--- src/core/iat_map.svh ---
`ifndef IAT_MAP_SVH
`define IAT_MAP_SVH

// ====================================================================
// Register byte offsets (AXI4-Lite, one aligned word each)
// ====================================================================
`define IAT_OFS_CTRL      8'h00
`define IAT_OFS_CMD       8'h04
`define IAT_OFS_TRIG_SEL  8'h08
`define IAT_OFS_TRIG_CFG  8'h0C
`define IAT_OFS_BURST     8'h10
`define IAT_OFS_EXPOSURE  8'h14
`define IAT_OFS_PERIOD    8'h18
`define IAT_OFS_READOUT   8'h1C
`define IAT_OFS_STATUS    8'h20

// ====================================================================
// Field positions
// ====================================================================
`define IAT_CTRL_CONT     0
`define IAT_CTRL_STD      1
`define IAT_CMD_START     0
`define IAT_CMD_STOP      1
`define IAT_CMD_SWTRIG    2
`define IAT_CFG_GATE      0
`define IAT_CFG_LINE      1
`define IAT_CFG_WIDTH     2

// ====================================================================
// Reset values and timing counts (clock cycles at 25 MHz)
// ====================================================================
`define IAT_RST_BURST     16'h0001
`define IAT_RST_EXPOSURE  32'h0000_03E8
`define IAT_RST_PERIOD    32'h0001_86A0
`define IAT_RST_READOUT   32'h0000_0400
`define IAT_RESP_OKAY     2'b00
`define IAT_RESP_SLVERR   2'b10

`endif

--- src/core/iat_pkg.sv ---
package iat_pkg;

  // ==================================================================
  // Acquisition status codes
  // ==================================================================
  typedef enum logic [2:0] {
    IAT_IDLE    = 3'b000,
    IAT_WAIT_AS = 3'b001,
    IAT_WAIT_FS = 3'b010,
    IAT_EXPOSE  = 3'b011,
    IAT_READOUT = 3'b100
  } iat_state_t;

  // Per-trigger settings: gating on, line 1 source, width exposure
  typedef struct packed {
    logic width;
    logic line;
    logic gate;
  } iat_cfg_t;

  // ==================================================================
  // AXI4-Lite carriers
  // ==================================================================
  typedef struct packed {
    logic        awvalid;
    logic [7:0]  awaddr;
    logic        wvalid;
    logic [31:0] wdata;
    logic [3:0]  wstrb;
    logic        bready;
    logic        arvalid;
    logic [7:0]  araddr;
    logic        rready;
  } iat_axi_req_t;

  typedef struct packed {
    logic        awready;
    logic        wready;
    logic        bvalid;
    logic [1:0]  bresp;
    logic        arready;
    logic        rvalid;
    logic [31:0] rdata;
    logic [1:0]  rresp;
  } iat_axi_rsp_t;

  // Camera-side outputs
  typedef struct packed {
    logic exposing;
    logic reading;
    logic acq_active;
    logic frame_done;
  } iat_cam_t;

endpackage : iat_pkg

--- src/core/iat_ctrl.sv ---
// Operation
// - No frame is acquired before the host issues an acquisition start.
// - Single-frame setting: one frame per start, then the start expires.
// - Continuous setting: start stays active until a stop command.
// - After a stop, frames need a fresh start command.
// - Stop during a frame lets it finish; otherwise it stops at once.
// - Acquisition-start gating off: start triggers are made internally.
// - Gating on: begin waiting for acquisition start, frame triggers ignored.
// - Acquisition-start trigger moves to waiting for frame start.
// - Count accepted frame triggers; at burst count wait for start again.
// - Accepted frame trigger starts exposure and readout, then waits again.
// - Frame-start gating off: internal frame triggers at programmed period.
// - Frame-start gating on: one exposure per applied frame trigger.
// - Frame triggers outside the frame-wait status are discarded.
// - Software trigger command gives one occurrence of selected trigger.
// - Each rising pulse on input line 1 is one trigger occurrence.
// - Mode, source and software trigger apply to selected trigger only.
// - Software frame triggers use the programmed exposure time.
// - Hardware frame triggers: timed or trigger-width exposure.
// - Compatibility mode: no start trigger; frame trigger takes its name.
// - Reset brings the block up in compatibility mode.
`timescale 1ns/1ps
`default_nettype none
`include "iat_map.svh"

module iat_ctrl #(
  parameter int BURST_W = 16
) (
  // Clock, reset, enable
  input  wire logic                  aclk,
  input  wire logic                  aresetn,
  input  wire logic                  ce,
  // AXI4-Lite register bus
  input  wire iat_pkg::iat_axi_req_t axi_req,
  output var  iat_pkg::iat_axi_rsp_t axi_rsp,
  // Hardware trigger input line 1
  input  wire logic                  line1,
  // Camera status towards sensor logic
  output var  iat_pkg::iat_cam_t     cam
);
  import iat_pkg::*;

  // ==================================================================
  // Elaboration checks
  // ==================================================================
  if (BURST_W < 1 || BURST_W > 16) begin : g_chk
    $error("BURST_W must lie in 1..16");
  end

  // ==================================================================
  // Whole state of the block
  // ==================================================================
  typedef struct packed {
    // Bus slave
    logic               awready;
    logic               wready;
    logic               arready;
    logic               aw_got;
    logic [7:0]         awaddr;
    logic               w_got;
    logic [31:0]        wdata;
    logic [3:0]         wstrb;
    logic               bvalid;
    logic [1:0]         bresp;
    logic               rvalid;
    logic [31:0]        rdata;
    logic [1:0]         rresp;
    // Software-visible settings
    logic               cont;
    logic               std;
    logic               sel_fs;
    iat_cfg_t           as_cfg;
    iat_cfg_t           fs_cfg;
    logic [BURST_W-1:0] burst;
    logic [31:0]        exposure;
    logic [31:0]        period;
    logic [31:0]        readout;
    // Acquisition core
    iat_state_t         state;
    logic               active;
    logic               stop_pend;
    logic [BURST_W-1:0] frm_cnt;
    logic [31:0]        tmr;
    logic [31:0]        per_cnt;
    logic               line_prev;
    logic               frame_done;
    logic               exposing;
    logic               reading;
  } iat_st_t;

  iat_st_t st_r;
  iat_st_t st_nxt;

  // Byte-lane merge for a written word
  function automatic logic [31:0] merge(input logic [31:0] old,
                                        input logic [31:0] dat,
                                        input logic [3:0]  stb);
    logic [31:0] res;
    res = old;
    for (int i = 0; i < 4; i++) begin
      if (stb[i]) begin
        res[8*i +: 8] = dat[8*i +: 8];
      end
    end
    return res;
  endfunction : merge

  // ==================================================================
  // Next-state logic
  // ==================================================================
  logic               wr_fire;
  logic [31:0]        wval;
  logic               cmd_start;
  logic               cmd_stop;
  logic               cmd_sw;
  logic               tgt_fs;
  logic               as_on;
  logic               rise;
  logic               as_evt;
  logic               fs_evt;
  logic               width_mode;
  logic               in_frame;
  logic               rd_ok;
  logic [31:0]        rd_val;
  logic [BURST_W-1:0] burst_w;
  iat_cfg_t           cfg_new;

  always_comb begin
    st_nxt     = st_r;
    st_nxt.frame_done = 1'b0;
    wval       = 32'h0000_0000;
    cmd_start  = 1'b0;
    cmd_stop   = 1'b0;
    cmd_sw     = 1'b0;
    rd_ok      = 1'b1;
    rd_val     = 32'h0000_0000;
    burst_w    = st_r.burst;
    cfg_new    = st_r.fs_cfg;

    // Write address and data are taken in either order
    if (axi_req.awvalid && st_r.awready) begin
      st_nxt.aw_got = 1'b1;
      st_nxt.awaddr = axi_req.awaddr;
    end
    if (axi_req.wvalid && st_r.wready) begin
      st_nxt.w_got = 1'b1;
      st_nxt.wdata = axi_req.wdata;
      st_nxt.wstrb = axi_req.wstrb;
    end
    if (st_r.bvalid && axi_req.bready) begin
      st_nxt.bvalid = 1'b0;
    end

    // Compatibility mode steers every trigger write to frame start
    tgt_fs  = !st_r.std || st_r.sel_fs;
    wr_fire = st_r.aw_got && st_r.w_got && !st_r.bvalid;
    if (wr_fire) begin
      st_nxt.aw_got = 1'b0;
      st_nxt.w_got  = 1'b0;
      st_nxt.bvalid = 1'b1;
      st_nxt.bresp  = `IAT_RESP_OKAY;
      case (st_r.awaddr)
        `IAT_OFS_CTRL: begin
          wval = merge({30'h0, st_r.std, st_r.cont}, st_r.wdata,
                       st_r.wstrb);
          st_nxt.cont = wval[`IAT_CTRL_CONT];
          st_nxt.std  = wval[`IAT_CTRL_STD];
        end
        `IAT_OFS_CMD: begin
          if (st_r.wstrb[0]) begin
            cmd_start = st_r.wdata[`IAT_CMD_START];
            cmd_stop  = st_r.wdata[`IAT_CMD_STOP];
            cmd_sw    = st_r.wdata[`IAT_CMD_SWTRIG];
          end
        end
        `IAT_OFS_TRIG_SEL: begin
          if (st_r.wstrb[0]) begin
            st_nxt.sel_fs = st_r.wdata[0];
          end
        end
        `IAT_OFS_TRIG_CFG: begin
          if (st_r.wstrb[0]) begin
            cfg_new = iat_cfg_t'(st_r.wdata[2:0]);
            if (tgt_fs) begin
              st_nxt.fs_cfg = cfg_new;
            end else begin
              st_nxt.as_cfg = cfg_new;
            end
          end
        end
        `IAT_OFS_BURST: begin
          wval = merge(32'(st_r.burst), st_r.wdata, st_r.wstrb);
          st_nxt.burst = wval[BURST_W-1:0];
        end
        `IAT_OFS_EXPOSURE: begin
          st_nxt.exposure = merge(st_r.exposure, st_r.wdata, st_r.wstrb);
        end
        `IAT_OFS_PERIOD: begin
          st_nxt.period = merge(st_r.period, st_r.wdata, st_r.wstrb);
        end
        `IAT_OFS_READOUT: begin
          st_nxt.readout = merge(st_r.readout, st_r.wdata, st_r.wstrb);
        end
        `IAT_OFS_STATUS: begin
          // Read-only; the write is acknowledged and dropped
        end
        default: begin
          st_nxt.bresp = `IAT_RESP_SLVERR;
        end
      endcase
    end

    // Read decode; unmapped addresses answer SLVERR with zero data
    case (axi_req.araddr)
      `IAT_OFS_CTRL:     rd_val = {30'h0, st_r.std, st_r.cont};
      `IAT_OFS_CMD:      rd_val = 32'h0000_0000;
      `IAT_OFS_TRIG_SEL: rd_val = {31'h0, st_r.sel_fs};
      `IAT_OFS_TRIG_CFG: rd_val = tgt_fs ? {29'h0, st_r.fs_cfg}
                                         : {29'h0, st_r.as_cfg};
      `IAT_OFS_BURST:    rd_val = 32'(st_r.burst);
      `IAT_OFS_EXPOSURE: rd_val = st_r.exposure;
      `IAT_OFS_PERIOD:   rd_val = st_r.period;
      `IAT_OFS_READOUT:  rd_val = st_r.readout;
      `IAT_OFS_STATUS:   rd_val = {16'(st_r.frm_cnt), 11'h0, st_r.state,
                                   st_r.stop_pend, st_r.active};
      default:           rd_ok  = 1'b0;
    endcase
    if (axi_req.arvalid && st_r.arready) begin
      st_nxt.rvalid = 1'b1;
      st_nxt.rdata  = rd_ok ? rd_val : 32'h0000_0000;
      st_nxt.rresp  = rd_ok ? `IAT_RESP_OKAY : `IAT_RESP_SLVERR;
    end
    if (st_r.rvalid && axi_req.rready) begin
      st_nxt.rvalid = 1'b0;
    end

    // Trigger sources; line 1 counts on its rising edge only
    rise  = line1 && !st_r.line_prev;
    st_nxt.line_prev = line1;
    as_on = st_r.std && st_r.as_cfg.gate;
    // Start trigger made internally when its gating is off
    if (!as_on) begin
      as_evt = 1'b1;
    end else if (st_r.as_cfg.line) begin
      as_evt = rise;
    end else begin
      as_evt = cmd_sw && !tgt_fs;
    end
    // Frame trigger from the period timer when its gating is off
    if (!st_r.fs_cfg.gate) begin
      fs_evt = st_r.per_cnt + 32'd1 >= st_r.period;
    end else if (st_r.fs_cfg.line) begin
      fs_evt = rise;
    end else begin
      fs_evt = cmd_sw && tgt_fs;
    end
    // Width mode only exists for a hardware-sourced frame trigger
    width_mode = st_r.fs_cfg.gate && st_r.fs_cfg.line
                 && st_r.fs_cfg.width;
    in_frame   = (st_r.state == IAT_EXPOSE)
                 || (st_r.state == IAT_READOUT);

    // Period timer runs from one frame start to the next
    if (st_r.per_cnt != 32'hFFFF_FFFF) begin
      st_nxt.per_cnt = st_r.per_cnt + 32'd1;
    end

    // Acquisition status machine
    unique case (st_r.state)
      IAT_IDLE: begin
        // Nothing happens until a start command arrives
      end
      IAT_WAIT_AS: begin
        // Frame triggers are ignored here
        if (as_evt) begin
          st_nxt.state   = IAT_WAIT_FS;
          st_nxt.frm_cnt = '0;
          st_nxt.per_cnt = 32'h0000_0000;
        end
      end
      IAT_WAIT_FS: begin
        if (fs_evt) begin
          st_nxt.state   = IAT_EXPOSE;
          st_nxt.frm_cnt = st_r.frm_cnt + 1'b1;
          st_nxt.tmr     = 32'h0000_0000;
          st_nxt.per_cnt = 32'h0000_0000;
        end
      end
      IAT_EXPOSE: begin
        // Triggers arriving now are simply not looked at
        st_nxt.tmr = st_r.tmr + 32'd1;
        if (width_mode ? !line1
                       : (st_r.tmr + 32'd1 >= st_r.exposure)) begin
          st_nxt.state = IAT_READOUT;
          st_nxt.tmr   = 32'h0000_0000;
        end
      end
      IAT_READOUT: begin
        st_nxt.tmr = st_r.tmr + 32'd1;
        if (st_r.tmr + 32'd1 >= st_r.readout) begin
          st_nxt.frame_done = 1'b1;
          st_nxt.tmr        = 32'h0000_0000;
          if (!st_r.cont || st_r.stop_pend) begin
            // Single frame expires the start; a held stop ends here
            st_nxt.state     = IAT_IDLE;
            st_nxt.active    = 1'b0;
            st_nxt.stop_pend = 1'b0;
          end else if (as_on && st_r.frm_cnt >= burst_w) begin
            st_nxt.state = IAT_WAIT_AS;
          end else begin
            st_nxt.state = IAT_WAIT_FS;
          end
        end
      end
      default: begin
        // Unused codes fall back to idle
        st_nxt.state = IAT_IDLE;
      end
    endcase

    // Commands override the machine; stop wins over a same-word start
    if (cmd_start && !cmd_stop) begin
      st_nxt.active    = 1'b1;
      st_nxt.stop_pend = 1'b0;
      if (st_r.state == IAT_IDLE) begin
        st_nxt.state = IAT_WAIT_AS;
      end
    end
    if (cmd_stop) begin
      // A frame that ends at this edge is no longer in progress
      if (in_frame && (st_nxt.state == IAT_EXPOSE
                       || st_nxt.state == IAT_READOUT)) begin
        st_nxt.stop_pend = 1'b1;
      end else begin
        st_nxt.state     = IAT_IDLE;
        st_nxt.active    = 1'b0;
        st_nxt.stop_pend = 1'b0;
      end
    end

    // Ready flags follow from the next state, so they leave a flop
    st_nxt.awready = !st_nxt.aw_got && !st_nxt.bvalid;
    st_nxt.wready  = !st_nxt.w_got && !st_nxt.bvalid;
    st_nxt.arready = !st_nxt.rvalid;
    // Phase flags registered so the camera outputs leave a flop
    st_nxt.exposing = (st_nxt.state == IAT_EXPOSE);
    st_nxt.reading  = (st_nxt.state == IAT_READOUT);
  end

  // ==================================================================
  // State register; reset starts in compatibility mode
  // ==================================================================
  always_ff @(posedge aclk) begin
    if (!aresetn) begin
      st_r          <= '0;
      st_r.awready  <= 1'b1;
      st_r.wready   <= 1'b1;
      st_r.arready  <= 1'b1;
      st_r.std      <= 1'b0;
      st_r.burst    <= BURST_W'(`IAT_RST_BURST);
      st_r.exposure <= `IAT_RST_EXPOSURE;
      st_r.period   <= `IAT_RST_PERIOD;
      st_r.readout  <= `IAT_RST_READOUT;
      st_r.state    <= IAT_IDLE;
    end else if (ce) begin
      st_r <= st_nxt;
    end
  end

  // ==================================================================
  // Outputs, all taken from the state register
  // ==================================================================
  assign axi_rsp.awready = st_r.awready;
  assign axi_rsp.wready  = st_r.wready;
  assign axi_rsp.bvalid  = st_r.bvalid;
  assign axi_rsp.bresp   = st_r.bresp;
  assign axi_rsp.arready = st_r.arready;
  assign axi_rsp.rvalid  = st_r.rvalid;
  assign axi_rsp.rdata   = st_r.rdata;
  assign axi_rsp.rresp   = st_r.rresp;

  assign cam.exposing    = st_r.exposing;
  assign cam.reading     = st_r.reading;
  assign cam.acq_active  = st_r.active;
  assign cam.frame_done  = st_r.frame_done;

endmodule : iat_ctrl

`default_nettype wire

--- config.mk ---
export PLATFORM = sky130hd
export DESIGN_NAME = iat_ctrl
export DESIGN_NICKNAME = d
export VERILOG_FILES = /design/src/core/iat_pkg.sv /design/src/core/iat_ctrl.sv
export VERILOG_INCLUDE_DIRS = /design/src /design/src/core
export SDC_FILE = /design/constraint.sdc
export NUM_CORES = 1
export LEC_CHECK = 0
export ABC_AREA = 1
export CAP_MARGIN = 20
export CELL_PAD_IN_SITES_DETAIL_PLACEMENT = 0
export CELL_PAD_IN_SITES_GLOBAL_PLACEMENT = 1
export CORE_UTILIZATION = 51
export DETAILED_ROUTE_END_ITERATION = 8
export DONT_BUFFER_PORTS = 1
export PLACE_DENSITY_LB_ADDON = 0.12
export SYNTH_ARGS = -nofsm -noshare
export SYNTH_HDL_FRONTEND = slang
export SYNTH_SLANG_ARGS = --single-unit
--- constraint.sdc ---
create_clock -name aclk -period 7.8 [get_ports aclk]
set_clock_uncertainty 0.15 [all_clocks]
set_input_delay 1.56 -clock aclk [delete_from_list [all_inputs] [get_ports aclk]]
set_output_delay 1.56 -clock aclk [all_outputs]
set_load 0.01 [all_outputs]
==> results by group, run 1 <==
Worst setup path
  – Reg-to-reg endpoint: st_r[83]$_SDFFE_PN0P_
  – R2r startpoint: st_r[6]$_SDFFE_PN0P_
  – R2R setup slack: approximately 3100 ps
  – Worst path arrival time: 5010 ps
  – CP top delay family: simple AND/OR/NAND/NOR gates
  – Setup crit end kind: flip-flop
  – Slowest stage cell, crit path: o21ai_4
  – CP Depth: 25
  – Setup CP Type: flip-flop to flip-flop
  – Req. time, crit path: roughly 8000 ps
  – Worst R2R Path Depth: 25
  – Buf/Inv on CP: 3
  – Crit Path Max Fanout: 16
  – Crit-path max cell delay: ~520 ps
  – CP startpoint kind: flip-flop
  – Crit-path most repeated cell: nand2_1

Place
  – Placed Instance Area: 16790 sq um
  – Routability cong.: between 0.9 and 1
  – HPWL Detailed: between 30000 and 40000 um
  – Port Buffers: 0

Clocking
  – CTS tree: built
  – CTS buffer count: 36
  – H-tree depth: 2
  – CTS Root Cell: clkbuf_16
  – Setup Fix Bufs, Post-CTS: 0
  – Worst skew pair latency: 550 ps
  – Clk pin slew, worst setup/hold paths: approximately 60 ps
  – Clock Path Buffers: 3
  – Gates resized, CTS repair: 0
  – CTS Hold Bufs: 0
  – CTS Sinks: between 200 and 300

Global route
  – Initial antenna violation count: 0
  – Largest net degree at the start of global routing: approximately 160
  – First-pass GRT wire length: approximately 78000 um
  – Number of global-route vias before repair: 14224
  – Total gr overflow: 0
  – GRT Util Overall: 0.2955

Die
  – Core Rows: 66
  – Starting density of the core: 0.5179
  – Core ar.: ~33000 sq um
  – I/O Pins: 106
  – Die H: approximately 180 um
  – Die Wd: 183.8 um
  – Die area: approximately 34000 sq um

Yosys
  – Synthesized cell area: about 17000 sq um
  – Syn Area/Cell: 7.041 sq um
  – Ys flop type: dfxtp_1
  – Fraction of registers with async set/reset: 0
  – Seq/Total Area, Yosys: 0.3505
  – Synth Register Bits: about 300
  – Number of synthesized flops with an enable pin: 0
  – Top cells by area, synth: dfxtp_1, nand2_1, a21oi_1
  – Synth top area share: 0.3505
  – Yosys warning total: 0
  – Post-Synthesis Cells: between 2000 and 2500
  – Synth cell types: between 50 and 60
  – Post-synth top area cell: dfxtp_1

Route
  – Antenna-violating nets left: 0
  – DRT Pass-1 Iters: 5
  – Wire length per cell: 17.83 um
  – DRC Markers: 0
  – Vias: 15022
  – DR vias/cell: roughly 5.4
  – Drt first-iter violations: roughly 1000
  – Final WL: 49480 um

Layout
  – Fin area: 17970 sq um
  – N_diodes: 0
  – Register Area: 5906 sq um
  – Area of the multi-input gates: 8853 sq um
  – Share of cells above drive strength 1: 0.07115
  – Nets@finish: around 2500
  – Fill cells: 3270
  – Fin util: 0.5525
  – Area grow syn2layout: 6.675%

Timing
  – Final Max Tran Viols: 0
  – Final setup fails: 0
  – Final Cycle Share: 0.6047
  – Hold Violations, Final: 0
  – Fin crit period: around 4700 ps
  – Achievable Freq: 212.0 MHz
  – RSZ-0062 raised after global routing: false
  – Slew at the pin closest to its max-slew limit: a little under 1000 ps
  – Setup TNS: 0 ps
  – Slew HR: 0.3465

Power
  – Power per cell area: around 190 nW/um^2
  – Total power: 3.371 mW
  – P_leak: ~7.4 nW
  – VDD IR max: between 0.00015 and 0.0002 V

Hold path
  – Hold depth: 2
  – Hold worst-path end: st_r[292]$_SDFFE_PN0P_
  – Hold WC Path Type: flip-flop to flip-flop
  – Worst Hold Launch: st_r[292]$_SDFFE_PN0P_

Flow run
  – MaxCap Viol Count: 0

Status
  – Outcome: finished clean
## report_power, final
| group | switching (mW) | internal, mW |
|---|---|---|
| registers | 0.0306 | 1.53 |
| clock network | 0.682 | 1.00 |
| logic | 0.0920 | 0.0333 |
## area by class of cell
cell class / count / share of cell area
multi-input combinational: 1596 / 0.4926
sequential: 295 / 0.3286
inverter: 370 / 0.07740
clock buffer: 48 / 0.05771
tap: 442 / 0.03077
clock inverter: 15 / 0.008144
timing repair buffer: 9 / 0.004873
## per-stage QoR
stage | setup slack (ps) | std cells | hold WS (ps)
after floorplan | 4188 | 2394 | 273.0
after global placement | 3217 | 2711 | 280.2
after detailed placement | 3143 | 2712 | 285.0
after CTS | 3134 | 2775 | 291.4
after global routing | 2735 | 2775 | 304.9
final | 3083 | 2775 | 289.0
## worst max path at each step
stage / startpoint / endpoint / slack [ps]
2_1_floorplan: st_r[36]$_SDFFE_PN0P_ / st_r[86]$_SDFFE_PN0P_ / 4190
3_3_place_gp: st_r[6]$_SDFFE_PN0P_ / st_r[64]$_SDFFE_PN0P_ / 3220
3_5_place_dp: st_r[6]$_SDFFE_PN0P_ / st_r[83]$_SDFFE_PN0P_ / 3140
4_1_cts: st_r[6]$_SDFFE_PN0P_ / st_r[57]$_SDFFE_PN0P_ / 3130
5_1_grt: st_r[4]$_SDFFE_PN0P_ / st_r[52]$_SDFFE_PN0P_ / 2740
6_report: st_r[6]$_SDFFE_PN0P_ / st_r[83]$_SDFFE_PN0P_ / 3080
## per-layer routing
metal  GRT usage  vias up  wire, um
met5           0        -         0
met3     0.04041       56      3041
li1            -     7596         -
met4     0.07433        0       877
met1      0.4195     6949     23620
met2      0.4695      421     21950
## registers in the layout, summed over array words and instances, names as in the netlist
| register | count |
|---|---|
| cam | 4 |
| axi_rsp | 39 |
| st_r | 236 |
| burst_w | 16 |
## cell families after synthesis
kind of cell,Yosys count,share of synthesized area
and+or+nand+nor,816,0.2136
AOI/OAI and AO/OA,608,0.1957
buffers and inverters,503,0.1256
DFF,295,0.3505
adders and majority gates,115,0.08539
xor gates and xnor gates,55,0.02903
other,1,0.0002226
## worst min-delay path, delay by kind of cell, from the launching register on
kind	cells	cell delay, ps
AO/OA/AOI/OAI	1	50
buffers and inverters	1	50
flip-flops	1	300
## cells in the mapped netlist (21+ instances only)
master / n
o22ai_1: 42
nand2_1: 493
inv_2: 21
nand3_1: 43
buf_4: 49
o21ai_0: 189
inv_1: 345
nor2_1: 134
xor2_1: 49
a21oi_1: 298
clkbuf_1: 72
nor3_1: 38
nand4_1: 28
nor2_2: 22
dfxtp_1: 295
ha_1: 115
## cell usage in the layout (no fill, tap or decap), drive strengths merged, types with 7 or more instances in the layout
cell	count
o22ai	42
a211oi	19
inv	369
o211ai	19
clkbuf	48
nor4	12
ha	115
nor3	54
nand2	499
a21oi	307
dfxtp	295
buf	9
o21a	7
xor2	50
clkinv	10
nor2	161
nand4	29
o21ai	199
nand3	50
(Power assumes the default switching activity.)
==> run 2: changes to the inputs <==
ABC_AREA = 0   (was 1)
CORE_UTILIZATION = 44   (was 51)
clock period = 4.17 ns   (was 7.8 ns; I/O delays follow)
==> results by group, run 2 <==
Status
  – Outcome: finished, violations left (was finished clean)
  – Failing checks: negative setup slack

Die
  – Die Wd: 194.4 um (was 183.8 um)
  – I/O Pins: 106 (unchanged)
  – Die area: 37800 sq um (was 33770 sq um)
  – Core ar.: 36520 sq um (was 32540 sq um)
  – Starting density of the core: 0.4461 (was 0.5179)
  – Die H: 194.4 um (was 183.8 um)
  – Core Rows: 70 (was 66)

Timing
  – Achievable Freq: 233.3 MHz (was 212.0 MHz)
  – Final setup fails: 44 (was 0)
  – Hold Violations, Final: 0 (unchanged)
  – Fin crit period: 4286 ps (was 4717 ps)
  – Final Cycle Share: 1.028 (was 0.6047)
  – Slew at the pin closest to its max-slew limit: 955.1 ps (was 979.1 ps)
  – Setup ws final: -116.4 ps (was 3083 ps)
  – RSZ-0062 raised after global routing: true (was false)
  – Hold_ws: 260.5 ps (was 289.0 ps)
  – Final Max Tran Viols: 0 (unchanged)
  – Slew HR: 0.3584 (was 0.3465)

Layout
  – Commonest non-fill, non-tap cells in the layout: nand2_1, dfxtp_1, buf_4 (was nand2_1, inv_1, a21oi_1)
  – Largest register FFs: 236 (unchanged)
  – Share of cells above drive strength 1: 0.1538 (was 0.07115)
  – Fin cells: 2621 (was 2775)
  – Most flops, register: st_r (unchanged)
  – Area grow syn2layout: 18.78% (was 6.675%)
  – Commonest non-fill, non-tap cell in the layout: nand2_1 (unchanged)
  – Nets@finish: 2302 (was 2484)
  – Fill cells: 3484 (was 3270)
  – Fin area: 19350 sq um (was 17970 sq um)

Worst setup path
  – Crit path cell chain: nand4_1 -> buf_4 -> nor4_4 -> buf_6 -> and2_4 -> nand3_4 -> xnor2_4 -> ha_4 -> nand4_1 -> nor4_2 -> buf_4 -> buf_6 -> o311ai_4 -> a2111o_1 -> o32a_4 -> buf_6 -> or4_4 -> a21oi_2
  – Buf/Inv on CP: 5 (was 3)
  – Crit-path max cell delay: 450 ps (was 520 ps)
  – Worst path arrival time: 4600 ps (was 5010 ps)
  – Setup CP Type: flip-flop to flip-flop (unchanged)
  – CP startpoint kind: flip-flop (unchanged)
  – CP top delay family: simple AND/OR/NAND/NOR gates (unchanged)
  – R2R setup slack: -120 ps (was 3080 ps)
  – Req. time, crit path: 4480 ps (was 8100 ps)
  – Slowest stage cell, crit path: a2111o_1 (was o21ai_4)
  – Setup crit end kind: flip-flop (unchanged)
  – Crit Path Max Fanout: 8 (was 16)
  – Crit-path most repeated cell: buf_6 (was nand2_1)

Power
  – Power per cell area: 342.8 nW/um^2 (was 187.5 nW/um^2)
  – Sw Share: 0.2387 (was 0.2386)
  – VDD IR max: 0.0002515 V (was 0.0001531 V)
  – P_sw: 1.583 mW (was 804.3 uW)
  – P_leak: 7.313 nW (was 7.361 nW)
  – Clock share of power: 0.490 (was 0.500)
  – Sequential share of power: 0.449 (was 0.463)
  – Total power: 6.634 mW (was 3.371 mW)
  – Combinational share of power: 0.061 (was 0.037)
  – Internal power: 5.050 mW (was 2.566 mW)

Clocking
  – CTS tree: built (unchanged)
  – Worst skew pair latency: 540 ps (was 550 ps)
  – H-tree depth: 2 (unchanged)
  – Clock Path Buffers: 3 (unchanged)
  – Clk pin slew, worst setup/hold paths: 50 ps (was 60 ps)
  – CTS Hold Bufs: 0 (unchanged)
  – CTS Sinks: 295 (unchanged)
  – CTS Root Cell: clkbuf_16 (unchanged)
  – CTS buffer count: 36 (unchanged)

Route
  – Final WL: 52900 um (was 49480 um)
  – DR vias/cell: 5.712 (was 5.413)
  – DRC Markers: 0 (unchanged)
  – DRT Pass-1 Iters: 6 (was 5)
  – Vias: 14972 (was 15022)
  – Drt first-iter violations: 917 (was 1016)
  – Antenna-violating nets left: 0 (unchanged)
  – Wire length per cell: 20.18 um (was 17.83 um)

Global route
  – Number of global-route vias before repair: 13958 (was 14224)
  – First-pass GRT wire length: 81070 um (was 77690 um)
  – GRT Util Overall: 0.2739 (was 0.2955)
  – Largest net degree at the start of global routing: 220 (was 163)
  – Initial antenna violation count: 2 (was 0)
  – Total gr overflow: 0 (unchanged)

Place
  – Post-Place Cells: 2528 (was 2712)
  – Placed Instance Area: 17390 sq um (was 16790 sq um)
  – Port Buffers: 0 (unchanged)
  – Routability cong.: 0.8666 (was 0.9735)
  – HPWL Detailed: 38710 um (was 36740 um)
  – Post-placement setup slack: -258.6 ps (was 3143 ps)

Yosys
  – Yosys warning total: 0 (unchanged)
  – Fraction of registers with async set/reset: 0 (unchanged)
  – Seq/Total Area, Yosys: 0.3625 (was 0.3505)
  – Post-synth top area cell: dfxtp_1 (unchanged)
  – Synth Register Bits: 295 (unchanged)
  – Number of synthesized flops with an enable pin: 0 (unchanged)
  – Most frequent cell after synthesis: nand2_1 (unchanged)
  – Top cells by count, synth: nand2_1, dfxtp_1, a21boi_0 (was nand2_1, inv_1, a21oi_1)
  – Synth cell types: 71 (was 55)
  – Top cells by area, synth: dfxtp_1, nand2_1, ha_1 (was dfxtp_1, nand2_1, a21oi_1)
  – Synth top area share: 0.3625 (was 0.3505)
  – Post-Synthesis Cells: 2047 (was 2393)
  – Synthesized cell area: 16290 sq um (was 16850 sq um)
  – Syn Area/Cell: 7.959 sq um (was 7.041 sq um)
  – Ys flop type: dfxtp_1 (unchanged)

Hold path
  – Hold WC Path Type: primary input to flip-flop (was flip-flop to flip-flop)

Flow run
  – MaxCap Viol Count: 0 (unchanged)
## run 2: layer usage
metal	up-vias	GRT usage	wire length, um
li1	7324	-	-
met1	7137	0.3683	23700
met2	435	0.4349	24120
met3	76	0.05761	3553
met4	0	0.09083	1525
met5	-	0	0
## run 2: timing repair
item,4_1_cts,5_1_grt
endpoints found under the setup margin,84,88
gates cloned,1,5
buffers inserted,11,10
gates resized for setup,30,97
pin swaps,32,25
## run 2: through the flow
stage | utilization | TNS (ps)
2_1_floorplan | - | -134.9
3_3_place_gp | 0.4763 | -1657
3_5_place_dp | 0.4763 | -7519
4_1_cts | 0.5152 | -2995
5_1_grt | 0.5298 | -17410
6_report | 0.5298 | -1218
## run 2: area by class of cell
class                           count  area [sq um]  share of cell area
Tap cell                          468         585.6             0.03026
Clock inverter                     13         186.4            0.009634
Inverter                          125         469.2             0.02425
Antenna cell                        1         2.502           0.0001293
Sequential cell                   295          5917              0.3058
Timing Repair Buffer              175          1385             0.07158
Clock buffer                       51          1028             0.05315
Multi-Input combinational cell   1493          9777              0.5052
## run 2: final timing paths
path,start,endpoint,depth (start not counted)
max,st_r[10]$_SDFFE_PN0P_,st_r[79]$_SDFFE_PN0P_,18
min,aresetn,axi_rsp[35]$_SDFFE_PN1P_,1
max reg2reg,st_r[10]$_SDFFE_PN0P_,st_r[79]$_SDFFE_PN0P_,18
min reg2reg,st_r[119]$_SDFFE_PN0P_,st_r[119]$_SDFFE_PN0P_,2
## run 2: power by group through the flow
stage          registers [mW]  logic [mW]  clock network, mW
2_1_floorplan            2.98       0.309                  0
3_3_place_gp             3.04       0.353                  0
3_5_place_dp             3.04       0.357                  0
4_1_cts                  2.98       0.374               3.30
5_1_grt                  2.99       0.445               3.42
6_report                 2.98       0.406               3.25
## run 2: cell families after synthesis
| kind of cell | count (synthesis) | share of synthesized area |
|---|---|---|
| buf+inv | 263 | 0.07173 |
| simple gates | 758 | 0.2107 |
| flops | 295 | 0.3625 |
| other cells | 1 | 0.0002302 |
| fa+ha+maj | 115 | 0.08832 |
| xor+xnor | 59 | 0.03172 |
| mux | 16 | 0.009907 |
| compound gates | 540 | 0.2249 |
